`config.mk`:
```
export PLATFORM = sky130hd
export DESIGN_NAME = cfips_ctrl
export DESIGN_NICKNAME = d
export VERILOG_FILES = /design/src/hdl/cfips_ctrl.v
export VERILOG_INCLUDE_DIRS = /design/src /design/src/shared
export SDC_FILE = /design/constraint.sdc
export NUM_CORES = 1
export LEC_CHECK = 0
export BUFFER_PORTS_ARGS = -buffer_cell sky130_fd_sc_hd__buf_2
export CAP_MARGIN = 20
export CORE_MARGIN = 2
export CORE_UTILIZATION = 45
export CTS_CLUSTER_SIZE = 20
export DETAILED_ROUTE_END_ITERATION = 16
export GPL_TIMING_DRIVEN = 0
export PLACE_DENSITY_LB_ADDON = 0.25
export REMOVE_ABC_BUFFERS = 1
export SLEW_MARGIN = 20
export SYNTH_ARGS = -nofsm -noshare
export SYNTH_HDL_FRONTEND = slang
export SYNTH_SLANG_ARGS = --single-unit
```
`constraint.sdc`:
```
create_clock -name mclk -period 2.2 [get_ports mclk]
set_clock_uncertainty 0.15 [all_clocks]
set_input_delay 0.22 -clock mclk [delete_from_list [all_inputs] [get_ports mclk]]
set_output_delay 0.22 -clock mclk [all_outputs]
set_load 0.005 [all_outputs]
```
`src/shared/cfips_regs.vh`:
```
// Purpose: Register map, field positions and codes of the CFI state block
// Assumes: 32-bit APB, one aligned word per register
// Notes:   Definitions only
`ifndef CFIPS_REGS_VH
`define CFIPS_REGS_VH

// ==========================================================
// Register offsets (byte addresses)
`define CFIPS_CFG_OFS      8'h00
`define CFIPS_STATE_OFS    8'h04
`define CFIPS_ISTAT_OFS    8'h08
`define CFIPS_ICLR_OFS     8'h0C
`define CFIPS_IEN_OFS      8'h10
`define CFIPS_EFF_OFS      8'h14

// ==========================================================
// Config fields
`define CFIPS_CFG_MACHINE_LANDING_PAD_ENABLE     0
`define CFIPS_CFG_MENV_LPE 1
`define CFIPS_CFG_HENV_LPE 2
`define CFIPS_CFG_SENV_LPE 3
`define CFIPS_CFG_MENV_SSE 4
`define CFIPS_CFG_HENV_SSE 5
`define CFIPS_CFG_SENV_SSE 6
`define CFIPS_CFG_W        7
`define CFIPS_CFG_RST      7'h00

// ==========================================================
// State fields
`define CFIPS_ST_ELP       0
`define CFIPS_ST_MACHINE_PREV_LP_STATE     1
`define CFIPS_ST_SUPER_PREV_LP_STATE     2
`define CFIPS_ST_VSPELP    3
`define CFIPS_ST_DPELP     4

// ==========================================================
// Interrupt status fields
`define CFIPS_EV_LPFAULT   0
`define CFIPS_EV_SSPILL    1
`define CFIPS_EV_SSPVIRT   2
`define CFIPS_EV_W         3

// ==========================================================
// Privilege modes and trap targets
`define CFIPS_MODE_U       2'h0
`define CFIPS_MODE_S       2'h1
`define CFIPS_MODE_M       2'h3
`define CFIPS_TGT_M        2'h0
`define CFIPS_TGT_S        2'h1
`define CFIPS_TGT_VS       2'h2

// ==========================================================
// Exception codes and trap value
`define CFIPS_EXC_NONE     3'h0
`define CFIPS_EXC_ACCFLT   3'h1
`define CFIPS_EXC_SWCHK    3'h2
`define CFIPS_EXC_ILLEGAL  3'h3
`define CFIPS_EXC_VIRTINS  3'h4
`define CFIPS_LP_FAULT_TVAL 4'h2

// Expected landing pad encodings
`define CFIPS_LP_NOT_AWAITED 1'b0
`define CFIPS_LP_AWAITED     1'b1

`endif

```
`src/hdl/cfips_ctrl.v`:
```
// Purpose: CFI privilege state control of one hart
// Assumes: Hart-side inputs are on mclk; APB slave for config and state
// Notes:   All outputs registered; APB answers in the access cycle's 2nd edge
//
// Function
// - With S-mode, per-mode landing pad enable select
// - Without S-mode, M uses MACHINE_LANDING_PAD_ENABLE, U menv
// - Landing pad violation: software check, tval 2
// - Access fault above software check above illegal
// - Missing or faulting marker traps same-or-higher
// - Saved state bits for M, S, VS, debug
// - Trap: save state, then clear expected
// - Return: restore if new mode enabled, clear saved
// - Debug entry: save state, clear expected
// - Debug resume: restore if new mode enabled
// - Below M, menv shadow enable 0: illegal
// - Then U with senv shadow off: illegal
// - Then VS with henv shadow off: virtual
// - Then VU with either off: virtual, else allow
// - With S-mode, per-mode shadow enable select
// - Without S-mode, shadow enable always zero
// - Shadow disabled: shadow instructions act as fallback
// - Enable changes act immediately, no fence
//
// The implementer's own choices: the address map and the APB slave port.
`timescale 1ns/10ps
`include "cfips_regs.vh"

module cfips_ctrl #(
    parameter SMODE_PRESENT = 1
) (
    // Clock and reset
    input wire mclk,
    input wire rst,
    // APB slave
    input wire psel,
    input wire penable,
    input wire pwrite,
    input wire [7:0] paddr,
    input wire [31:0] pwdata,
    output reg [31:0] prdata,
    output reg pready,
    output reg pslverr,
    // Current hart mode
    input wire [1:0] privMode,
    input wire virtMode,
    // Instruction check request
    input wire insnValid,
    input wire insnIsLpad,
    input wire insnAccessFault,
    input wire insnIllegal,
    input wire lpadSelfFault,
    input wire indirectJump,
    input wire sspAccess,
    input wire ssInsn,
    // Trap, return and debug events
    input wire trapTake,
    input wire [1:0] trapTarget,
    input wire xretTake,
    input wire [1:0] xretSource,
    input wire [1:0] newMode,
    input wire newVirt,
    input wire debugEnter,
    input wire debugResume,
    // Results to hart
    output reg excValid,
    output reg [2:0] excCode,
    output reg [3:0] excTval,
    output reg lpEnableCur,
    output reg ssEnableCur,
    output reg ssFallback,
    output reg elpState,
    // Interrupt
    output reg irq
);

// ==========================================================
// Storage
reg [`CFIPS_CFG_W-1:0] cfg_r;
reg elp_r;
reg machine_prev_lp_state_r;
reg super_prev_lp_state_r;
reg vsPelp_r;
reg dPelp_r;
reg [`CFIPS_EV_W-1:0] iStat_r;
reg [`CFIPS_EV_W-1:0] iEn_r;

// ==========================================================
// Per-mode enable lookups
function lpeOf;
    input [1:0] mode;
    input virt;
    input [`CFIPS_CFG_W-1:0] c;
    begin
        if (mode == `CFIPS_MODE_M) begin
            lpeOf = c[`CFIPS_CFG_MACHINE_LANDING_PAD_ENABLE];
        end else if (SMODE_PRESENT == 0) begin
            lpeOf = c[`CFIPS_CFG_MENV_LPE];
        end else if (mode == `CFIPS_MODE_S && !virt) begin
            lpeOf = c[`CFIPS_CFG_MENV_LPE];
        end else if (mode == `CFIPS_MODE_S) begin
            lpeOf = c[`CFIPS_CFG_HENV_LPE];
        end else begin
            lpeOf = c[`CFIPS_CFG_SENV_LPE];
        end
    end
endfunction

function sseOf;
    input [1:0] mode;
    input virt;
    input [`CFIPS_CFG_W-1:0] c;
    begin
        if (SMODE_PRESENT == 0 || mode == `CFIPS_MODE_M) begin
            sseOf = 1'b0;
        end else if (mode == `CFIPS_MODE_S && !virt) begin
            sseOf = c[`CFIPS_CFG_MENV_SSE];
        end else if (mode == `CFIPS_MODE_S) begin
            sseOf = c[`CFIPS_CFG_HENV_SSE];
        end else begin
            sseOf = c[`CFIPS_CFG_SENV_SSE];
        end
    end
endfunction

// Combinational from live config, so a new enable applies next cycle
wire lpeNow = lpeOf(privMode, virtMode, cfg_r);
wire sseNow = sseOf(privMode, virtMode, cfg_r);
wire lpeNew = lpeOf(newMode, newVirt, cfg_r);

// ==========================================================
// Shadow stack pointer access check, ordered
reg [2:0] sspExc;
always @* begin
    sspExc = `CFIPS_EXC_NONE;
    if (privMode != `CFIPS_MODE_M && !cfg_r[`CFIPS_CFG_MENV_SSE]) begin
        sspExc = `CFIPS_EXC_ILLEGAL;
    end else if (privMode == `CFIPS_MODE_U && !virtMode &&
                 !cfg_r[`CFIPS_CFG_SENV_SSE]) begin
        sspExc = `CFIPS_EXC_ILLEGAL;
    end else if (privMode == `CFIPS_MODE_S && virtMode &&
                 !cfg_r[`CFIPS_CFG_HENV_SSE]) begin
        sspExc = `CFIPS_EXC_VIRTINS;
    end else if (privMode == `CFIPS_MODE_U && virtMode &&
                 !(cfg_r[`CFIPS_CFG_HENV_SSE] &&
                   cfg_r[`CFIPS_CFG_SENV_SSE])) begin
        sspExc = `CFIPS_EXC_VIRTINS;
    end
end

// ==========================================================
// Instruction exception selection
wire lpMissing = elp_r && !insnIsLpad;
wire lpFault = insnValid && (lpMissing || (insnIsLpad && lpadSelfFault));
reg [2:0] excSel;
reg [3:0] tvalSel;
always @* begin
    excSel = `CFIPS_EXC_NONE;
    tvalSel = 4'h0;
    if (insnValid && insnAccessFault) begin
        excSel = `CFIPS_EXC_ACCFLT;
    end else if (lpFault) begin
        excSel = `CFIPS_EXC_SWCHK;
        tvalSel = `CFIPS_LP_FAULT_TVAL;
    end else if (insnValid && insnIllegal) begin
        excSel = `CFIPS_EXC_ILLEGAL;
    end else if (insnValid && sspAccess) begin
        excSel = sspExc;
    end
end

// ==========================================================
// Expected landing pad state machine
reg elp_nxt;
reg machine_prev_lp_state_nxt;
reg super_prev_lp_state_nxt;
reg vsPelp_nxt;
reg dPelp_nxt;
wire apbWr = psel && penable && pready && pwrite;
wire apbRd = psel && penable && pready && !pwrite;
always @* begin
    elp_nxt = elp_r;
    machine_prev_lp_state_nxt = machine_prev_lp_state_r;
    super_prev_lp_state_nxt = super_prev_lp_state_r;
    vsPelp_nxt = vsPelp_r;
    dPelp_nxt = dPelp_r;
    // Handler save/restore path; hart events below override it
    if (apbWr && paddr == `CFIPS_STATE_OFS) begin
        machine_prev_lp_state_nxt = pwdata[`CFIPS_ST_MACHINE_PREV_LP_STATE];
        super_prev_lp_state_nxt = pwdata[`CFIPS_ST_SUPER_PREV_LP_STATE];
        vsPelp_nxt = pwdata[`CFIPS_ST_VSPELP];
        dPelp_nxt = pwdata[`CFIPS_ST_DPELP];
    end
    if (debugEnter) begin
        dPelp_nxt = elp_r;
        elp_nxt = `CFIPS_LP_NOT_AWAITED;
    end else if (trapTake) begin
        case (trapTarget)
            `CFIPS_TGT_M: machine_prev_lp_state_nxt = elp_r;
            `CFIPS_TGT_S: super_prev_lp_state_nxt = elp_r;
            `CFIPS_TGT_VS: vsPelp_nxt = elp_r;
            default: machine_prev_lp_state_nxt = elp_r;
        endcase
        elp_nxt = `CFIPS_LP_NOT_AWAITED;
    end else if (xretTake) begin
        case (xretSource)
            `CFIPS_TGT_M: begin
                elp_nxt = lpeNew ? machine_prev_lp_state_r : `CFIPS_LP_NOT_AWAITED;
                machine_prev_lp_state_nxt = `CFIPS_LP_NOT_AWAITED;
            end
            `CFIPS_TGT_S: begin
                elp_nxt = lpeNew ? super_prev_lp_state_r : `CFIPS_LP_NOT_AWAITED;
                super_prev_lp_state_nxt = `CFIPS_LP_NOT_AWAITED;
            end
            default: begin
                elp_nxt = lpeNew ? vsPelp_r : `CFIPS_LP_NOT_AWAITED;
                vsPelp_nxt = `CFIPS_LP_NOT_AWAITED;
            end
        endcase
    end else if (debugResume) begin
        elp_nxt = lpeNew ? dPelp_r : `CFIPS_LP_NOT_AWAITED;
    end else if (indirectJump && lpeNow) begin
        elp_nxt = `CFIPS_LP_AWAITED;
    end else if (insnValid && insnIsLpad && !lpFault &&
                 !insnAccessFault) begin
        elp_nxt = `CFIPS_LP_NOT_AWAITED;
    end
end

always @(posedge mclk or posedge rst) begin
    if (rst) begin
        elp_r <= `CFIPS_LP_NOT_AWAITED;
        machine_prev_lp_state_r <= `CFIPS_LP_NOT_AWAITED;
        super_prev_lp_state_r <= `CFIPS_LP_NOT_AWAITED;
        vsPelp_r <= `CFIPS_LP_NOT_AWAITED;
        dPelp_r <= `CFIPS_LP_NOT_AWAITED;
    end else begin
        elp_r <= elp_nxt;
        machine_prev_lp_state_r <= machine_prev_lp_state_nxt;
        super_prev_lp_state_r <= super_prev_lp_state_nxt;
        vsPelp_r <= vsPelp_nxt;
        dPelp_r <= dPelp_nxt;
    end
end

// ==========================================================
// Sticky events; a new event beats a same-cycle clear
wire [`CFIPS_EV_W-1:0] evNow;
assign evNow[`CFIPS_EV_LPFAULT] = (excSel == `CFIPS_EXC_SWCHK);
assign evNow[`CFIPS_EV_SSPILL] = insnValid && sspAccess &&
    (excSel == `CFIPS_EXC_ILLEGAL) && !insnIllegal;
assign evNow[`CFIPS_EV_SSPVIRT] = (excSel == `CFIPS_EXC_VIRTINS);
wire clrHit = apbWr && paddr == `CFIPS_ICLR_OFS;

genvar gi;
generate
    for (gi = 0; gi < `CFIPS_EV_W; gi = gi + 1) begin : gEv
        always @(posedge mclk or posedge rst) begin
            if (rst) begin
                iStat_r[gi] <= 1'b0;
            end else if (evNow[gi]) begin
                iStat_r[gi] <= 1'b1;
            end else if (clrHit && pwdata[gi]) begin
                iStat_r[gi] <= 1'b0;
            end
        end
    end
endgenerate

// ==========================================================
// APB slave, one wait state
wire addrOk = (paddr == `CFIPS_CFG_OFS) || (paddr == `CFIPS_STATE_OFS) ||
    (paddr == `CFIPS_ISTAT_OFS) || (paddr == `CFIPS_ICLR_OFS) ||
    (paddr == `CFIPS_IEN_OFS) || (paddr == `CFIPS_EFF_OFS);
reg [31:0] rdMux;
always @* begin
    rdMux = 32'h00000000;
    case (paddr)
        `CFIPS_CFG_OFS: rdMux[`CFIPS_CFG_W-1:0] = cfg_r;
        `CFIPS_STATE_OFS: rdMux[4:0] =
            {dPelp_r, vsPelp_r, super_prev_lp_state_r, machine_prev_lp_state_r, elp_r};
        `CFIPS_ISTAT_OFS: rdMux[`CFIPS_EV_W-1:0] = iStat_r;
        `CFIPS_IEN_OFS: rdMux[`CFIPS_EV_W-1:0] = iEn_r;
        `CFIPS_EFF_OFS: rdMux[1:0] = {sseNow, lpeNow};
        default: rdMux = 32'h00000000;
    endcase
end

always @(posedge mclk or posedge rst) begin
    if (rst) begin
        pready <= 1'b0;
        pslverr <= 1'b0;
        prdata <= 32'h00000000;
        cfg_r <= `CFIPS_CFG_RST;
        iEn_r <= {`CFIPS_EV_W{1'b0}};
    end else begin
        pready <= psel && penable && !pready;
        pslverr <= psel && penable && !pready && !addrOk;
        if (psel && penable && !pready && !pwrite) begin
            prdata <= rdMux;
        end else if (apbRd) begin
            prdata <= prdata;
        end else begin
            prdata <= 32'h00000000;
        end
        if (apbWr && paddr == `CFIPS_CFG_OFS) begin
            cfg_r <= pwdata[`CFIPS_CFG_W-1:0];
        end
        if (apbWr && paddr == `CFIPS_IEN_OFS) begin
            iEn_r <= pwdata[`CFIPS_EV_W-1:0];
        end
    end
end

// ==========================================================
// Registered results to the hart
always @(posedge mclk or posedge rst) begin
    if (rst) begin
        excValid <= 1'b0;
        excCode <= `CFIPS_EXC_NONE;
        excTval <= 4'h0;
        lpEnableCur <= 1'b0;
        ssEnableCur <= 1'b0;
        ssFallback <= 1'b0;
        elpState <= `CFIPS_LP_NOT_AWAITED;
        irq <= 1'b0;
    end else begin
        excValid <= (excSel != `CFIPS_EXC_NONE);
        excCode <= excSel;
        excTval <= tvalSel;
        lpEnableCur <= lpeNow;
        ssEnableCur <= sseNow;
        ssFallback <= insnValid && ssInsn && !sseNow;
        elpState <= elp_nxt;
        irq <= |((iStat_r | evNow) & iEn_r);
    end
end

endmodule // cfips_ctrl

```
Yosys cells after proc, flatten, opt, wreduce, memory -nomap -nowiden

Index checks and enable logic that the tools add are counted.

Flip-flop bits (word level): 64
Word-level logic and storage cells: 171
Bits in writable memories: 0
Output and inout port bits: 47
Memories: 0
Input bits: 67
Memory bits (read-only): 0
Latch bits: 0

$lt $le $gt $ge: 0
Add/sub/neg operators: 0
Reductions and logical operators: 70
Divide/modulo/power cells: 0
Shift operators: 0
Multiply operators: 0
Bitwise gates (word level): 2
Equality and inequality tests: 17
Mux-type cells: 62

Operators with widths:

| cell                                                            | number |
|---|---|
| 32-bit two-way mux                                              | 2 |
| 1-bit two-way mux                                               | 45 |
| 1-bit logical AND                                               | 38 |
| 3-bit two-way mux                                               | 8 |
| 8-bit by 4-bit == test with 1-bit output, second input constant | 2 |
| 8-bit by 5-bit == test with 1-bit output, second input constant | 2 |
| 1-bit zero test                                                 | 14 |
| 2-bit one-hot mux with 5 select lines                           | 1 |
| 2-bit by 1-bit == test with 1-bit output, second input constant | 4 |
| 8-bit by 3-bit == test with 1-bit output, second input constant | 1 |
| 8-bit zero test                                                 | 1 |
| 2-bit nonzero test                                              | 4 |
| 2-bit == test, second input constant                            | 3 |
| 3-bit by 2-bit == test with 1-bit output, second input constant | 2 |
| 1-bit logical OR                                                | 6 |
| 2-bit two-way mux                                               | 3 |
| 6-bit nonzero test                                              | 1 |
| 2-bit zero test                                                 | 2 |
| 1-bit one-hot mux with 4 select lines                           | 1 |
| 2-bit one-hot mux with 2 select lines                           | 1 |
| 2-bit OR reduction                                              | 2 |
| 3-bit AND                                                       | 1 |
| 3-bit == test, second input constant                            | 1 |
| 3-bit bitwise OR                                                | 1 |
| other kinds (5)                                                 | 5 |

Logic depth before layout (Yosys ltp)

Word-level depth: 17
Gate-level depth with buffers: 5
Gate-level depth less buffers: 5

Worst setup path before layout

No wires, ideal clock.

Kind: input to register
Start: input paddr[1]
End: register iEn_r[0]
Arrival time: 1.391 ns
Stages on the path: 4
Slack: 0.534 ns
Path through: or4_4 nor2_2 and4_4 mux2_4

Word-level cells in the longest chain between the ends: 2

Ends and longest elaborated chain:

| what                                     | RTL line         | RTL |
|---|---|---|
| from (decl)                              | cfips_ctrl.v:39  | `input wire [7:0] paddr,` |
| 8-bit by 5-bit == test with 1-bit output | n/a              |  |
| 1-bit logical AND (no source line)       | n/a              |  |
| to (signal assigned)                     | cfips_ctrl.v:295 | `` iEn_r <= {`CFIPS_EV_W{1'b0}}; `` |
| to (signal assigned)                     | cfips_ctrl.v:310 | `` iEn_r <= pwdata[`CFIPS_EV_W-1:0]; `` |
| to (decl)                                | cfips_ctrl.v:86  | `` reg [`CFIPS_EV_W-1:0] iEn_r; `` |

Every way passes these cells.
A chain may end at the register's enable or synchronous reset.

==> results.ini <==
[timing]
final_hold_viol_count=0
fin_hold_ws_ns=0.0284
slew_headroom=0.500
max_freq_ghz=0.556
setup_viol=0
finalSetupTns_ns=0
period_share=0.817
maxSlewViolCount=0
period_minus_slack_ns=1.80
worstMarginPinSlew_ns=0.749
rsz0062_at_grt=false

[routing]
via_count=1873
ant_nets=0
drt_iter0_drc=83
viasPerCell=5.32
drc_errors=0
wl_per_cell_um=14.5
routed_wl_um=5090
firstDrtPassIters=4

[setup_path]
cp_num_cells=4
cp_slowest_stage_delay_ns=0.47
slowest_stage=dfrtp_1
path_buf_inv=0
cp-end-kind=register
cp.arrival_ns=1.88
cp_cell_sequence=mux2_2 -> or3_1 -> nor2_2 -> a221o_1
startpoint_type=register
cp_top_family=simple AND/OR/NAND/NOR gates
path_class=reg -> reg
cp.required_ns=2.28
crit_fanout=7
worstRegToRegCells=4

[power]
ir_drop_uv=413
p_int_w=0.00114
pwr-share-comb=0.113
pwr-share-seq=0.458
clkPwrFrac=0.429
power_switching_w=0.000355
power_density_nw_per_um2=574
switching_share=0.237
p_leak_nw=1.30

[synthesis]
yosys_warnings=0
ys_ff_latch=36
synth_top_cells_by_area=dfrtp_1 41%, buf_4 9.6%, mux2i_1 5.9%
synth_edf_count=0
synthArstFlopShare=1.00
yosysTopAreaCellShare=0.411
syn_area_per_cell_um2=9.96
synth-seq-area-share=0.411
synth_area_um2=2190
synthDistinctLibCells=55
synth_cells=220
yosys.area.top_type=dfrtp_1
synthFlopType=dfrtp_1

[clock_network]
ctsLongestPathBuffers=2
root_buffer=clkbuf_8
cts.sinks=36
cts_tree=yes
cts_buffers=5
hold_buffers=4
post_cts_buffers=0
clk_latency_ns=0.30
clk_pin_slew_ns=0.07
cts_resized=0
h-tree-depth=2

[global_route]
grt_pass1_wl_um=8140
grt_max_degree=37
grt_overflow_total=0
grtUsageTotal=0.200
antenna_found_initial=0
first_global_vias=1690

[floorplan]
dieHeight_um=73.8
boundaryPins=114
core_region_area_um2=4720
die_w_um=73.8
num_rows=25
start_util=0.464
die_area_um2=5440

[cells_and_area]
diodes=0
syn_to_final_growth_pct=19.1
final_common_cell=buf_2
drive_gt1_frac=0.309
nets=353
layout_common_cells=60 x buf_2, 36 x dfrtp_1, 28 x conb_1

[placement]
hpwl_um=3820
gp_routability_congestion=0.860
port_buffers=60

[min_path]
hp-class=in -> reg
hold_path_depth=2

[run]
maxCapViolCount=0

[status]
status=complete, no violations

[routing by layer]
metal  vias up  part of all wire  wire, um  GRT usage
li1        882                 -         -          -
met2        81              0.46      2350      0.315
met3        10             0.057       289     0.0453
met1       900              0.46      2350      0.266
met5         -                 0         0          0
met4         0             0.020       103     0.0808
[state kept, by name, indices dropped and copies added (netlist names), 3 cells and up]
| name | flops |
|---|---|
| excCode | 3 |
| iStat_r | 3 |
| iEn_r | 3 |
| prdata | 7 |
| cfg_r | 7 |
[cell families (layout without fill, tap and decap cells)]
logic type / Yosys count / after routing / share of synthesized area
flip-flops: 36 / 36 / 0.411
buffers and inverters: 41 / 79 / 0.119
AND/OR/NAND/NOR: 70 / 70 / 0.192
other: 1 / 28 / 0.00171
adder cells (fa/ha/maj): 2 / 2 / 0.0114
multiplexers: 24 / 24 / 0.121
AO/OA/AOI/OAI: 46 / 46 / 0.143
[cells in the mapped netlist, types with 6 or more instances]
cell,count
mux2i_1,13
nand2_1,15
nand3_1,8
buf_4,28
mux2_2,7
inv_1,7
nand4_1,6
o21ai_0,15
nor2_1,8
dfrtp_1,36
[final cells by class]
cell class	count	area (um^2)
Multi-Input combinational cell	170	1130
Inverter	7	26.3
Tap cell	67	83.8
Sequential cell	36	901
Clock buffer	7	96.3
Clock inverter	1	30.0
Timing Repair Buffer	64	340
Fill cell	473	2110
[path summary, 6_finish.rpt]
check	slack, ns	end	startpoint
worst max-delay path	0.40	irq	elpState
worst min-delay path	0.03	cfg_r[4]	pwdata[4]
worst max register to register	0.40	irq	elpState
worst min register to register	0.35	prdata[3]	prdata[3]
max in group asynchronous	0.97	elpState	rst
min in group asynchronous	0.45	iEn_r[0]	rst
[power by group through the flow]
stage               clock network (W)  registers, W  logic [W]
floorplan                           0      0.000697  0.0000706
global placement                    0      0.000698   0.000160
detailed placement                  0      0.000698   0.000162
CTS                          0.000656      0.000686   0.000169
global route                 0.000684      0.000687   0.000193
finish                       0.000643      0.000686   0.000169
[metrics by stage]
stage                util  power (W)  std cells  area (um^2)  setup WS (ns)
floorplan               -   0.000768        213         2060          0.534
global placement    0.517   0.000859        340         2440          0.351
detailed placement  0.517   0.000861        340         2440          0.343
CTS                 0.552    0.00151        352         2610          0.405
global route        0.552    0.00156        352         2610          0.363
finish              0.552    0.00150        352         2610          0.402
No activity file was read; power rests on OpenSTA's default activity.
